<file path="src/hw/pcmpb_pkg.sv">
package pcmpb_pkg;

   // ************************************************
   // Register map
   // ************************************************

   // Register byte offsets.
   localparam logic [7:0] OFF_COMPARE_B_VALUE = 8'h00;
   localparam logic [7:0] OFF_CTRL = 8'h04;
   localparam logic [7:0] OFF_ACT = 8'h08;
   localparam logic [7:0] OFF_STAT = 8'h0c;
   localparam logic [7:0] OFF_ACTV = 8'h10;

   // Field positions.
   localparam int POS_LOAD = 2;
   localparam int POS_DIRECT = 6;
   localparam int POS_PEND = 9;
   localparam int POS_ACT_A = 0;
   localparam int POS_ACT_B = 2;

   // Values after reset and fixed compare points.
   localparam logic [15:0] RST_COMPARE_B_VALUE = 16'h0000;
   localparam logic RST_DIRECT = 1'b0;
   localparam logic [15:0] TB_ZERO = 16'h0000;

   // Bus responses.
   localparam logic [1:0] RESP_OKAY = 2'h0;
   localparam logic [1:0] RESP_SLVERR = 2'h2;

   // ************************************************
   // Types
   // ************************************************

   // Shadow load event select.
   typedef enum logic [1:0] {LOAD_ZERO = 2'h0, LOAD_PRD = 2'h1, LOAD_BOTH = 2'h2, LOAD_FREEZE = 2'h3} pcmpb_load_t;

   // Action taken on an output at a compare B event.
   typedef enum logic [1:0] {ACT_NONE = 2'h0, ACT_CLEAR = 2'h1, ACT_SET = 2'h2, ACT_TOGGLE = 2'h3} pcmpb_act_t;

   // Time-base signals from the counter.
   typedef struct packed {
      logic [15:0] timebase_count;
      logic [15:0] timebase_period;
   } pcmpb_tb_t;

   // Action settings for both outputs.
   typedef struct packed {
      pcmpb_act_t act_a;
      pcmpb_act_t act_b;
   } pcmpb_aqcfg_t;

   // Merges the two low byte lanes of a bus write into a 16-bit value.
   function automatic logic [15:0] merge16(input logic [15:0] old, input logic [31:0] data, input logic [3:0] strb);
      logic [15:0] res;
      res = old;
      if (strb[0]) begin
         res[7:0] = data[7:0];
      end
      if (strb[1]) begin
         res[15:8] = data[15:8];
      end
      return res;
   endfunction : merge16

endpackage : pcmpb_pkg

</file>
<file path="src/hw/pcmpb_load.sv">
`timescale 1ns/10ps
`default_nettype none
module pcmpb_load
   import pcmpb_pkg::*;
(
   // Clock and reset.
   input wire logic clk,
   input wire logic rst_n,
   // Time-base and compare value.
   input wire pcmpb_tb_t timebase,
   input wire logic [15:0] active_val,
   // Mode settings.
   input wire logic direct,
   input wire pcmpb_load_t load_sel,
   // Match and load strobes.
   output logic compare_b_value_equal,
   output logic load_stb,
   output logic compare_b_value_equal_evt
);
   typedef struct packed {
      logic equal_evt;
   } pcmpb_ldst_t;

   pcmpb_ldst_t st_r;
   pcmpb_ldst_t st_nxt;
   logic at_zero;
   logic at_prd;
   logic load_hit;

   // Continuous match of the active value against the count.
   assign compare_b_value_equal = (timebase.timebase_count == active_val);
   assign at_zero = (timebase.timebase_count == TB_ZERO);
   assign at_prd = (timebase.timebase_count == timebase.timebase_period);

   // Load select decode; immediate mode never loads.
   always_comb begin
      unique case (load_sel)
         LOAD_ZERO: load_hit = at_zero;
         LOAD_PRD: load_hit = at_prd;
         LOAD_BOTH: load_hit = at_zero || at_prd;
         LOAD_FREEZE: load_hit = 1'b0;
      endcase
      st_nxt = st_r;
      st_nxt.equal_evt = compare_b_value_equal;
   end
   assign load_stb = !direct && load_hit;
   assign compare_b_value_equal_evt = st_r.equal_evt;

   // State register.
   always_ff @(posedge clk or negedge rst_n) begin
      if (!rst_n) begin
         st_r <= '0;
      end else begin
         st_r <= st_nxt;
      end
   end
endmodule : pcmpb_load
`default_nettype wire

</file>
<file path="src/hw/pcmpb_aq.sv">
`timescale 1ns/10ps
`default_nettype none
module pcmpb_aq
   import pcmpb_pkg::*;
(
   // Clock and reset.
   input wire logic clk,
   input wire logic rst_n,
   // Compare B event and action settings.
   input wire logic compare_b_value_equal,
   input wire pcmpb_aqcfg_t aq_cfg,
   // Qualified outputs.
   output logic pwm_out_a,
   output logic pwm_out_b
);
   typedef struct packed {
      logic out_a;
      logic out_b;
   } pcmpb_aqst_t;

   pcmpb_aqst_t st_r;
   pcmpb_aqst_t st_nxt;

   // Applies one action to the present level.
   function automatic logic act_apply(input pcmpb_act_t act, input logic cur);
      logic res;
      unique case (act)
         ACT_NONE: res = cur;
         ACT_CLEAR: res = 1'b0;
         ACT_SET: res = 1'b1;
         ACT_TOGGLE: res = !cur;
      endcase
      return res;
   endfunction : act_apply

   // Each output reacts to the event as its own setting says.
   always_comb begin
      st_nxt = st_r;
      if (compare_b_value_equal) begin
         st_nxt.out_a = act_apply(aq_cfg.act_a, st_r.out_a);
         st_nxt.out_b = act_apply(aq_cfg.act_b, st_r.out_b);
      end
   end

   // State register.
   always_ff @(posedge clk or negedge rst_n) begin
      if (!rst_n) begin
         st_r <= '0;
      end else begin
         st_r <= st_nxt;
      end
   end
   assign pwm_out_a = st_r.out_a;
   assign pwm_out_b = st_r.out_b;
endmodule : pcmpb_aq
`default_nettype wire

</file>
<file path="src/hw/pcmpb_top.sv">
// Local design decisions: register access over AXI4-Lite and the register addresses.
`timescale 1ns/10ps
`default_nettype none
// How it works
// - Active value compared with count every clock.
// - Equal values raise the compare B event.
// - Event goes to action logic per output.
// - Actions: none, low, high, invert.
// - Mode bit picks shadow; shadow after reset.
// - Mode 0: accesses reach the shadow copy.
// - Load select picks the shadow load event.
// - Pending flag shows unloaded shadow value.
// - Mode 1: accesses reach active copy directly.
// - One address serves both copies.
// - Load codes: zero, period, both, freeze.
// - Load clears pending; writes overwrite shadow.
module pcmpb_top
   import pcmpb_pkg::*;
(
   // Clock and reset.
   input wire logic clk,
   input wire logic rst_n,
   // Write address channel.
   input wire logic [7:0] s_axi_awaddr,
   input wire logic s_axi_awvalid,
   output logic s_axi_awready,
   // Write data channel.
   input wire logic [31:0] s_axi_wdata,
   input wire logic [3:0] s_axi_wstrb,
   input wire logic s_axi_wvalid,
   output logic s_axi_wready,
   // Write response channel.
   output logic [1:0] s_axi_bresp,
   output logic s_axi_bvalid,
   input wire logic s_axi_bready,
   // Read address channel.
   input wire logic [7:0] s_axi_araddr,
   input wire logic s_axi_arvalid,
   output logic s_axi_arready,
   // Read data channel.
   output logic [31:0] s_axi_rdata,
   output logic [1:0] s_axi_rresp,
   output logic s_axi_rvalid,
   input wire logic s_axi_rready,
   // Time-base counter.
   input wire pcmpb_tb_t timebase,
   // Compare event and qualified outputs.
   output logic compare_b_value_equal_evt,
   output logic pwm_out_a,
   output logic pwm_out_b
);

   // ************************************************
   // State
   // ************************************************

   // Whole state of the register side.
   typedef struct packed {
      logic aw_held;
      logic [7:0] aw_addr;
      logic w_held;
      logic [31:0] w_data;
      logic [3:0] w_strb;
      logic bvalid;
      logic [1:0] bresp;
      logic rvalid;
      logic [31:0] rdata;
      logic [1:0] rresp;
      logic [15:0] shadow;
      logic [15:0] active;
      logic pending;
      logic direct;
      pcmpb_load_t load_sel;
      pcmpb_aqcfg_t aq_cfg;
   } pcmpb_state_t;

   pcmpb_state_t st_r;
   pcmpb_state_t st_nxt;

   // Helper signals.
   logic wr_go;
   logic wr_compare_b_value;
   logic wr_ctrl;
   logic wr_act;
   logic rd_go;
   logic load_stb;
   logic compare_b_value_equal;
   logic [15:0] active_val;
   logic [15:0] shadow_val;
   logic [15:0] compare_b_value_sel;
   logic [15:0] compare_b_value_wr_val;
   logic [15:0] ctrl_word;
   logic [15:0] ctrl_wr_val;
   logic [15:0] act_word;
   logic [15:0] act_wr_val;
   logic [31:0] rd_word;

   // True when the address selects a defined register.
   function automatic logic reg_mapped(input logic [7:0] addr);
      logic [5:0] idx;
      idx = addr[7:2];
      return (idx == OFF_COMPARE_B_VALUE[7:2]) || (idx == OFF_CTRL[7:2]) || (idx == OFF_ACT[7:2])
         || (idx == OFF_STAT[7:2]) || (idx == OFF_ACTV[7:2]);
   endfunction : reg_mapped

   // ************************************************
   // Register views
   // ************************************************

   // Copies of the compare values for the assertions.
   assign active_val = st_r.active;
   assign shadow_val = st_r.shadow;

   // The mode bit alone picks which copy the shared address reaches.
   assign compare_b_value_sel = st_r.direct ? st_r.active : st_r.shadow;

   // Control word as software sees it, with the pending flag read only.
   always_comb begin
      ctrl_word = '0;
      ctrl_word[POS_PEND] = st_r.pending;
      ctrl_word[POS_DIRECT] = st_r.direct;
      ctrl_word[POS_LOAD +: 2] = st_r.load_sel;
   end

   // Action word for both outputs.
   always_comb begin
      act_word = '0;
      act_word[POS_ACT_A +: 2] = st_r.aq_cfg.act_a;
      act_word[POS_ACT_B +: 2] = st_r.aq_cfg.act_b;
   end

   // Merged write values, honouring the byte strobes.
   assign compare_b_value_wr_val = merge16(compare_b_value_sel, st_r.w_data, st_r.w_strb);
   assign ctrl_wr_val = merge16(ctrl_word, st_r.w_data, st_r.w_strb);
   assign act_wr_val = merge16(act_word, st_r.w_data, st_r.w_strb);

   // ************************************************
   // Bus decode
   // ************************************************

   // A write goes ahead once both halves are held and no answer is waiting.
   assign wr_go = st_r.aw_held && st_r.w_held && !st_r.bvalid;
   assign wr_compare_b_value = wr_go && (st_r.aw_addr[7:2] == OFF_COMPARE_B_VALUE[7:2]);
   assign wr_ctrl = wr_go && (st_r.aw_addr[7:2] == OFF_CTRL[7:2]);
   assign wr_act = wr_go && (st_r.aw_addr[7:2] == OFF_ACT[7:2]);
   assign rd_go = s_axi_arvalid && s_axi_arready;

   // Read multiplexer; unmapped words read as zero.
   always_comb begin
      rd_word = '0;
      unique case (s_axi_araddr[7:2])
         OFF_COMPARE_B_VALUE[7:2]: rd_word[15:0] = compare_b_value_sel;
         OFF_CTRL[7:2]: rd_word[15:0] = ctrl_word;
         OFF_ACT[7:2]: rd_word[15:0] = act_word;
         OFF_STAT[7:2]: rd_word[2:0] = {compare_b_value_equal_evt, pwm_out_b, pwm_out_a};
         OFF_ACTV[7:2]: rd_word[15:0] = st_r.active;
         default: rd_word = '0;
      endcase
   end

   // ************************************************
   // Next state
   // ************************************************

   // Bus channels and compare registers.
   always_comb begin
      st_nxt = st_r;
      // Address and data are taken in either order.
      if (s_axi_awvalid && s_axi_awready) begin
         st_nxt.aw_held = 1'b1;
         st_nxt.aw_addr = s_axi_awaddr;
      end
      if (s_axi_wvalid && s_axi_wready) begin
         st_nxt.w_held = 1'b1;
         st_nxt.w_data = s_axi_wdata;
         st_nxt.w_strb = s_axi_wstrb;
      end
      // The response stays up until the master takes it.
      if (s_axi_bvalid && s_axi_bready) begin
         st_nxt.bvalid = 1'b0;
      end
      if (wr_go) begin
         st_nxt.aw_held = 1'b0;
         st_nxt.w_held = 1'b0;
         st_nxt.bvalid = 1'b1;
         st_nxt.bresp = reg_mapped(st_r.aw_addr) ? RESP_OKAY : RESP_SLVERR;
      end
      // Read data are captured when the address is taken.
      if (s_axi_rvalid && s_axi_rready) begin
         st_nxt.rvalid = 1'b0;
      end
      if (rd_go) begin
         st_nxt.rvalid = 1'b1;
         st_nxt.rdata = rd_word;
         st_nxt.rresp = reg_mapped(s_axi_araddr) ? RESP_OKAY : RESP_SLVERR;
      end
      // Shadow to active transfer in the clock of the selected event.
      if (load_stb) begin
         st_nxt.active = st_r.shadow;
         st_nxt.pending = 1'b0;
      end
      // A write that meets a load still leaves the flag set.
      if (wr_compare_b_value && !st_r.direct) begin
         st_nxt.shadow = compare_b_value_wr_val;
         st_nxt.pending = 1'b1;
      end
      // Immediate mode bypasses the shadow altogether.
      if (wr_compare_b_value && st_r.direct) begin
         st_nxt.active = compare_b_value_wr_val;
      end
      if (wr_ctrl) begin
         st_nxt.direct = ctrl_wr_val[POS_DIRECT];
         st_nxt.load_sel = pcmpb_load_t'(ctrl_wr_val[POS_LOAD +: 2]);
      end
      if (wr_act) begin
         st_nxt.aq_cfg.act_a = pcmpb_act_t'(act_wr_val[POS_ACT_A +: 2]);
         st_nxt.aq_cfg.act_b = pcmpb_act_t'(act_wr_val[POS_ACT_B +: 2]);
      end
   end

   // State register; shadow mode after reset.
   always_ff @(posedge clk or negedge rst_n) begin
      if (!rst_n) begin
         st_r <= '0;
         st_r.shadow <= RST_COMPARE_B_VALUE;
         st_r.active <= RST_COMPARE_B_VALUE;
         st_r.direct <= RST_DIRECT;
         st_r.load_sel <= LOAD_ZERO;
         st_r.aq_cfg <= {ACT_NONE, ACT_NONE};
      end else begin
         st_r <= st_nxt;
      end
   end

   // Bus outputs.
   assign s_axi_awready = !st_r.aw_held;
   assign s_axi_wready = !st_r.w_held;
   assign s_axi_bvalid = st_r.bvalid;
   assign s_axi_bresp = st_r.bresp;
   assign s_axi_arready = !st_r.rvalid;
   assign s_axi_rvalid = st_r.rvalid;
   assign s_axi_rdata = st_r.rdata;
   assign s_axi_rresp = st_r.rresp;

   // ************************************************
   // Compare and action logic
   // ************************************************

   // Match detection and load strobe generation.
   pcmpb_load u_load (
      .clk(clk),
      .rst_n(rst_n),
      .timebase(timebase),
      .active_val(st_r.active),
      .direct(st_r.direct),
      .load_sel(st_r.load_sel),
      .compare_b_value_equal(compare_b_value_equal),
      .load_stb(load_stb),
      .compare_b_value_equal_evt(compare_b_value_equal_evt)
   );

   // Output actions at each compare B event.
   pcmpb_aq u_aq (
      .clk(clk),
      .rst_n(rst_n),
      .compare_b_value_equal(compare_b_value_equal),
      .aq_cfg(st_r.aq_cfg),
      .pwm_out_a(pwm_out_a),
      .pwm_out_b(pwm_out_b)
   );
endmodule : pcmpb_top
`default_nettype wire

</file>
<file path="config.mk">
export PLATFORM = sky130hd
export DESIGN_NAME = pcmpb_top
export DESIGN_NICKNAME = d
export VERILOG_FILES = /design/src/hw/pcmpb_pkg.sv /design/src/hw/pcmpb_load.sv /design/src/hw/pcmpb_aq.sv /design/src/hw/pcmpb_top.sv
export SDC_FILE = /design/constraint.sdc
export NUM_CORES = 1
export LEC_CHECK = 0
export BUFFER_PORTS_ARGS = -buffer_cell sky130_fd_sc_hd__buf_2
export CAP_MARGIN = 20
export CORE_MARGIN = 1.5
export CORE_UTILIZATION = 35
export DETAILED_ROUTE_END_ITERATION = 6
export SLEW_MARGIN = 20
export SYNTH_ARGS = -nofsm -noshare
export SYNTH_HDL_FRONTEND = slang
export SYNTH_SLANG_ARGS = --single-unit
</file>
<file path="constraint.sdc">
create_clock -name clk -period 2.45 [get_ports clk]
set_input_delay 0.3675 -clock clk [delete_from_list [all_inputs] [get_ports clk]]
set_output_delay 0.3675 -clock clk [all_outputs]
set_load 0.005 [all_outputs]
</file>
---- Word level (Yosys, flattened, before mapping) ----
Index checks and enable logic that the tools add are counted.
storage, ports and cells
  register bits after elaboration ......... 111
  input bits .............................. 91
  output and inout bits ................... 44
  word-level logic and storage cells ...... 107
cells by class
  eq/ne operators ......................... 19
  multiplexer cells ....................... 21
  bitwise logic cells ..................... 2
  reduce and logical (&&, ||, !) cells .... 45
operator list
  kind                                                                    count
  13-bit one-hot mux with 4 select lines                                  1
  37-bit two-way mux                                                      1
  35-bit two-way mux                                                      1
  16-bit equality test                                                    2
  16-bit two-way mux                                                      2
  6-bit by 2-bit equality test with 1-bit output (second input constant)  4
  17-bit two-way mux                                                      1
  16-bit zero test                                                        1
  8-bit two-way mux                                                       2
  3-bit one-hot mux with 5 select lines                                   1
  1-bit logical AND                                                       13
  2-bit equality test (second input constant)                             6
  6-bit by 1-bit equality test with 1-bit output (second input constant)  2
  6-bit by 3-bit equality test with 1-bit output (second input constant)  2
  6-bit zero test                                                         2
  2-bit nonzero test                                                      6
  1-bit logical OR                                                        9
  9-bit two-way mux                                                       1
  2-bit AND reduction                                                     4
  1-bit zero test                                                         7
  2-bit by 1-bit equality test with 1-bit output (second input constant)  3
  2-bit zero test                                                         3
  1-bit one-hot mux with 3 select lines                                   2
  1-bit two-way mux                                                       5
  4 further kinds                                                         6

---- Logic depth before layout (Yosys ltp) ----
Gate-level depths: netlist (run 1).
  depth after elaboration ................. 7
  depth in mapped cells ................... 7
  mapped depth without buffers ............ 6

---- Modules after synthesis ----
From an unflattened synthesis (run 1), not the netlist that was laid out.
unflattened totals
  cells, all modules ...................... 479
  area total of the unflattened synthesis .. 4852.2 um^2
by module, submodules not included
  module      times used  cells each  area an instance (um^2)
  pcmpb_top   1           421         4354.2
  pcmpb_load  1           52          425.4
  pcmpb_aq    1           6           72.6

---- Worst setup path after synthesis (run 1) ----
No wires, ideal clock.
  path type ............................... input to register
  start ................................... input s_axi_araddr[7]
  end ..................................... register st_r (netlist bit s_axi_rdata[10])
  library setup time ...................... 0.076 ns
  arrival time ............................ 1.841 ns
  required time ........................... 2.374 ns
  slack ................................... 0.532 ns
  stages on the path ...................... 7
  buffers on the path ..................... 1
  cells stage by stage .................... or3_4 -> or3_4 -> nor2_4 -> a21oi_2 -> or3_1 -> buf_6 -> o21ai_1
between the ends
  longest elaborated chain between the ends .. 2
RTL lines
  what                                                                          line              source
  start, declared                                                               pcmpb_top.sv:37   input wire logic [7:0] s_axi_araddr,
  6-bit by 3-bit equality test with 1-bit output, or another cell as far along  pcmpb_top.sv:151  unique case (s_axi_araddr[7:2])
  13-bit one-hot mux with 4 select lines *                                      pcmpb_top.sv:151
  end signal, assigned                                                          pcmpb_top.sv:231  st_r <= st_nxt;
  end, declared                                                                 pcmpb_top.sv:77   pcmpb_state_t st_r;
Every way passes the cells marked *; elsewhere a longest branch is shown, timed or not.
A chain may end at the register's enable or synchronous reset.

---- Worst setup path in the final report (run 1) ----
  start ................................... register ctrl_word[2] (netlist name)
  end ..................................... register st_r (netlist bit active_val[11])
between the ends
  longest elaborated chain between the ends .. 4
RTL lines
  what                                               line              source
  2-bit equality test, or another cell as far along  pcmpb_load.sv:37  unique case (load_sel)
  1-bit one-hot mux with 4 select lines *            pcmpb_load.sv:37
  1-bit logical AND *                                pcmpb_load.sv:46  assign load_stb = !direct && load_hit;
  2-bit nonzero test (no line) *                     --
Marks and branches as above.

==> results of run 1 <==
[cell usage in the layout, fill, tap and decap left out, types with 5 or more instances in the layout]
cell       count
xnor2_1       21
nand4_1        5
dfrtp_1       89
a22oi_1        9
a21oi_1       17
inv_1          9
conb_1        18
mux2i_1       32
xor2_1        12
nand2_1       44
o21ai_0       35
buf_4         13
nor2_1        20
nor4_1         8
o21ai_1       10
buf_2         93
mux2_2        33
o221a_2        6
a31oi_1        9
clkbuf_16      9
[where the power goes]
group / internal, mW / total (mW) / switching (mW)
logic: 0.731 / 1.38 / 0.651
clock network: 0.873 / 1.42 / 0.545
registers: 1.91 / 2.42 / 0.507
total: 3.51 / 5.22 / 1.70
[Yosys cell counts, types with 9 or more instances]
master / n
clkbuf_1: 13
dfrtp_1: 89
buf_4: 37
mux2_2: 33
mux2i_1: 32
inv_1: 9
a22oi_1: 9
o21ai_0: 35
xor2_1: 12
o21ai_1: 10
nor2_1: 20
nor4_1: 9
nand2_1: 44
a31oi_1: 9
a21oi_1: 17
xnor2_1: 21
[per-stage QoR]
step	hold slack, ns	worst slack, ns	instance area [sq um]	util, %
floorplan	0.0719	0.532	4850	-
global placement	0.391	0.110	5260	39.6
detailed placement	0.395	0.0975	5260	39.6
CTS	0.0285	0.350	5570	41.9
global route	0.0505	0.135	5570	41.9
finish	0.00891	0.360	5570	41.9
[worst max-delay path: stages, from the launching register on]
cell	delay, ns
dfrtp_1	0.43
xnor2_1	0.17
nor4_1	0.23
nand3_1	0.14
or4_1	0.67
a31oi_1	0.24
a22oi_1	0.09
[flip-flops by register name (all words and copies together) (netlist names)]
name,count
s_axi_rvalid,1
act_word,4
s_axi_rresp,1
ctrl_word,4
s_axi_bvalid,1
active_val,16
u_aq.pwm_out_b,1
s_axi_bresp,1
s_axi_rdata,16
st_r,26
u_load.compare_b_value_equal_evt,1
shadow_val,16
u_aq.pwm_out_a,1
[layer usage]
metal,up-vias,GRT usage [%]
met5,-,0
met4,0,5.80
met3,12,4.28
met2,125,25.1
met1,1719,23.8
li1,1729,-
[final timing paths]
| check | start | endpoint | slack, ns |
|---|---|---|---|
| setup / recovery | ctrl_word[2]$_DFFE_PN0P_ | active_val[11]$_DFFE_PN0P_ | 0.36 |
| hold / removal | rst_n | st_r[79]$_DFFE_PN0P_ | 0.009 |
| setup reg to reg | ctrl_word[2]$_DFFE_PN0P_ | active_val[11]$_DFFE_PN0P_ | 0.36 |
| hold reg to reg | s_axi_rdata[2]$_DFFE_PN0P_ | s_axi_rdata[2]$_DFFE_PN0P_ | 0.47 |
| max in group asynchronous | rst_n | shadow_val[2]$_DFFE_PN0P_ | 1.78 |
| min in group clk | s_axi_bready | s_axi_bvalid$_DFFE_PN0P_ | 0.20 |
[logic make-up (layout without fill, tap and decap cells)]
kind of cell / after synthesis / in the layout / synth area share [%]
other: 1 / 18 / 0.0784
and+or+nand+nor: 103 / 103 / 10.5
muxes: 66 / 66 / 14.9
AOI/OAI and AO/OA: 100 / 100 / 13.0
buffers and inverters: 69 / 132 / 8.95
xor gates and xnor gates: 33 / 33 / 6.04
DFF: 89 / 89 / 46.6
[area by class of cell]
| cell class | count | area, sq um | area share [%] |
|---|---|---|---|
| Tap cell | 176 | 220 | 3.95 |
| Sequential cell | 89 | 2230 | 40.0 |
| Timing Repair Buffer | 107 | 583 | 10.5 |
| Multi-Input combinational cell | 320 | 2200 | 39.4 |
| Inverter | 9 | 33.8 | 0.606 |
| Clock buffer | 14 | 274 | 4.92 |
| Clock inverter | 2 | 35.0 | 0.629 |
==> metrics list, run 1 <==
- The run finished with clean final reports.
* Sinks on the clock net: 89
* Req. time, crit path: 2.66 ns
- Clock tree from TritonCTS: done
- Ranking of synthesized cells by area: dfrtp_1, mux2_2, mux2i_1
- Setup repair after global routing left no endpoint under its margin.
- At the later pin of the worst-skew pair, clock insertion delay measures 0.34 ns.
* Area share of the leading cell type in the synthesized netlist: between 40% and 50%
- After synthesis, the netlist uses 40 different library cells.
- Die Height: 120 um
- Clock root buffer: clkbuf_16
- Global route overflow: 0
- Worst Max-Slew Pin Slew: around 0.60 ns
- The detailed router put a total of 5.46 mm of wire on met1.
- Maximum capacitance violations: 0
- After detailed routing, the average wire length per cell comes to 16.3 um.
* Arrival time reported for the critical path endpoint: around 2.3 ns
- After legalization and detailed placement, the total HPWL measured 8.75 mm.
- The via count of the first global-routing pass came to roughly 3500.
- Initial antenna violation count: 0
- In this run, synthesis produced a sequential element count of 89.
* Drt pass-1 iters: 4
- Max Freq: 478 MHz
- Power density over cell area: between 900 and 1000 nW/um^2
- Total design power: 5.22 mW
- After detailed routing, the met3 layer carries just under 800 um of wire.
* Remaining routing DRC violations: 0
- Once the floorplan was initialized, standard cells occupied approximately 36% of the core.
- CTS Hold Bufs: 0
- Once the clock tree was built, the setup fixing pass inserted 0 buffers.
- The clock arrives with 0.00840 ns of skew.
- EDFF count, synth: 0
- Worst R2R Path Depth: 6
- Number of DRC markers in iteration 0: ~280
- Wire length of the first global-routing pass: around 19 mm
- Worst VDD drop: 501 uV
- Worst hold-check path type: in2async
- Number of input and output port buffers inserted: 94
- Total number of yosys warnings: 0
- Depth of the CTS H-tree: 3
- Die extent in x: ~120 um
- Leaving out filler cells and counting taps, the final layout contains 717.
- Dividing the final minimum period by the clock period gives 85.3%.
- Netlist area before placement: 4780 sq um
- Synth-to-Final Area Change: 16.5%
- In the final layout, the share of cells above drive strength 1 is 31.2%.
* Final Max Slew Viols: 0
* Nature of the critical path startpoint: flop
* Drt via density: approximately 5.0
- Static Leak: 2.54 nW
- After filler insertion, the fill cell instance count of the layout stands at 1289.
* Number of nets in the final layout: between 600 and 700
- Fin Setup TNS: 0 ns
- In this run the mean area of a mapped cell was 10.4 sq um.
* Remaining number of nets flagged by the antenna check after routing: 0
- Die Footprint: 14400 sq um
- The clock passes through at most 2 buffers.
- Entering global routing, the biggest net connects 51 pins.
- Cells after Synth: 461
* Crit path capture type: flop
- IO Pins: between 100 and 150
* Time the final worst path needs with I/O delays and setup: between 2 and 2.5 ns
- Number of buffers inserted during clock tree synthesis: 9
* Inserted Diodes: 0
- Of all cell types, the one taking the most synthesized area is dfrtp_1.
- After clock tree synthesis, the clock-pin slew on the worst setup and hold paths is 0.06 ns.
* Setup Viol. Count Final: 0
* Number of rows created at floorplan: 42
- The worst setup path is of the reg2reg kind.
- After synthesis, the share of flip-flops with an asynchronous set or reset is 100%.
* Wire length reported by the detailed router: 11.7 mm
* Top sig layer: met4
- Summing over every cut layer, the via total after detailed routing is about 3600.
- Relative max-transition margin: 60.0%
- Once placement completed, the tool counted placed cells totaling 701.
- Wire segments on met2 add up to 5.26 mm in the final route.
- The congestion estimate from routability-driven global placement came to 0.860.
- Post-synthesis sequential area ratio: between 40% and 50%
* Synth Flop Type: dfrtp_1
* Total global-route track usage: 16.8%
- Total of cells resized after clock tree synthesis: 0
- Placeable Area: 13300 sq um
* Number of hold violations in the final report: 0
* Max Fanout on Critical Path: 8
Note: power is estimated with default switching activity, not from simulation.
==> run 2, diff against run 1 <==
Settings changed: ABC_CLOCK_PERIOD_IN_PS set to 2450, BUFFER_PORTS_ARGS -buffer_cell sky130_fd_sc_hd__buf_2 to -buffer_cell sky130_fd_sc_hd__buf_4, PLACE_DENSITY set to 0.66.
==> metrics list, run 2 (synthesized netlist as in run 1, its figures left out) <==
- Final core utilization: 43.9%
* Critical Setup Path Class: reg2reg
* Inserted Diodes: 0
* Outcome: complete, no violations
* Number of flip-flops in the largest register: 26
- Depth of the CTS H-tree: 3
* Number of input and output port buffers inserted: 94
- After clock tree synthesis, the flow added hold-fix buffers numbering 0.
- Number of rows created at floorplan: 42
* Global route overflow: 0
- In this run the tightest slew margin relative to its limit is 54.3%.
- The slowest stage of the critical path is the or4_1 cell.
* Cells along the critical path: xnor2_1 > nor4_1 > nand3_1 > or4_1 > a31oi_1 > a22oi_1
- Max Fanout on Critical Path: 8
- Power density over cell area: 936 nW/um^2
* Starting density of the core: between 30 and 40%
* Part of the cycle the worst path needs: 91.4%
* Crit path capture type: flop
- Using the TritonRoute via totals, the vias-per-cell ratio works out to 5.03.
- Wire length of the first global-routing pass: 19.2 mm
- At the worst endpoint, the required time is approximately 2.7 ns.
* Unrepaired setup endpoints after global routing: false
- During I/O placement, the number of pins put on the boundary was 135.
- Total global-route track usage: around 17%
* Static Leak: 2.60 nW
- Worst hold-check path type: in2async
- Fin Setup TNS: 0 ns
- Entering global routing, the biggest net connects 53 pins.
- Setup violations remaining at the end of the flow were counted as 0.
- Number of buffers inserted during clock tree synthesis: 9
- Drt pass-1 iters: 4
- Die Footprint: 14400 sq um
- Clock transition at the registers of the reported paths: 0.06 ns
* Placed wire-length estimate after detailed placement: 8.80 mm
- Total of cells resized after clock tree synthesis: 0
- Ranked by flip-flop count, first place goes to st_r.
- Fraction of layout cells with a size suffix above 1: 31.5%
- The final count of hold timing violations came to 0.
- Max Freq: 446 MHz
- Time the final worst path needs with I/O delays and setup: 2.24 ns
- Wire length reported by the detailed router: 11.8 mm
* Synth-to-Final Area Change: 22.0%
* Vias in the first global route: 3615
- The routed layout has 3599 vias.
* Die Height: between 100 and 150 um
* Clock root buffer: clkbuf_16
- Die extent in x: 120 um
- At the worst endpoint, the arrival time is 2.46 ns.
* Initial antenna violation count: 0
- The detail route stage leaves a number of antenna-violating nets equal to 0.
* Later-pin clock latency in the skew report: 0.35 ns
- Most used cells in the layout excluding fill and tap cells: buf_4, dfrtp_1, nand2_1, o21ai_0, mux2_2
* Last weighted congestion value of the routability-driven placer: 0.840
- Nature of the critical path startpoint: flop
* Number of DRC markers in iteration 0: approximately 210
- TritonCTS built the clock tree.
- For the pin with the worst max-slew slack, the measured transition is 0.686 ns.
- Remaining routing DRC violations: 0
- Final setup skew: 0.00773 ns
- Placeable Area: 13300 sq um
- Sinks on the clock net: 89
- Buffers added to address setup during post-CTS repair amount to 0.
* Number of nets in the final layout: around 630
- The tool flagged a number of max-cap violations equal to 0.
- The worst-case IR drop observed on VDD is 394 uV.
- Final Max Slew Viols: 0
- Leaving out fill and tap cells, the most frequent cell in the layout is buf_4.
- For this run, the slowest stage of the critical path takes 0.67 ns.
- The clock passes through at most 2 buffers.
- Routed len/inst: 16.5 um
## run 2: layout make-up
type / count / area (sq um)
fillers: 1281 / 7460
multi-input cells: 320 / 2210
inverters: 9 / 33.8
repair buffers: 105 / 801
flip-flops and latches: 89 / 2230
clock buffers: 11 / 243
well taps: 176 / 220
clock inverters: 5 / 103
## run 2: report_power, final
part	switching [mW]	internal [mW]	total (mW)
combinational	0.631	0.783	1.41
clock	0.587	1.02	1.61
sequential	0.527	1.91	2.44
## run 2: routing by layer
layer / GRT usage (%) / vias to the layer above / wire length, um
li1: - / 1729 / -
met1: 23.8 / 1721 / 5390
met2: 26.5 / 132 / 5290
met3: 3.47 / 17 / 794
met4: 8.56 / 0 / 287
met5: 0 / - / 0
## run 2: critical path, delay by kind of cell (launching register included)
family	cells	cell delay [ns]
AO/OA/AOI/OAI	2	0.37
XOR/XNOR	1	0.20
flip-flops	1	0.43
AND/OR/NAND/NOR	3	1.10
## run 2: metrics by stage
stage / instance area, sq um / total power, mW / cells / hold WS [ns] / setup slack [ns]
final: 5840 / 5.46 / 715 / 0.0565 / 0.210
after global routing: 5840 / 5.81 / 715 / 0.122 / 0.00416
after CTS: 5820 / 5.51 / 715 / 0.0886 / 0.232
after detailed placement: 5480 / 3.88 / 699 / 0.469 / 0.165
after global placement: 5480 / 3.81 / 699 / 0.443 / 0.177
after floorplan: 4850 / 3.35 / 478 / 0.0719 / 0.532
## run 2: path summary, 6_finish.rpt
path | depth (start not counted) | to | start | slack, ns
setup / recovery | 6 | active_val[2]$_DFFE_PN0P_ | ctrl_word[2]$_DFFE_PN0P_ | 0.21
hold / removal | 1 | st_r[79]$_DFFE_PN0P_ | rst_n | 0.06
setup reg to reg | 6 | active_val[2]$_DFFE_PN0P_ | ctrl_word[2]$_DFFE_PN0P_ | 0.21
hold reg to reg | 2 | s_axi_rresp[1]$_DFFE_PN0P_ | s_axi_rresp[1]$_DFFE_PN0P_ | 0.49
max in group asynchronous | 2 | s_axi_rresp[1]$_DFFE_PN0P_ | rst_n | 1.76
min in group clk | 2 | s_axi_bvalid$_DFFE_PN0P_ | s_axi_bready | 0.19
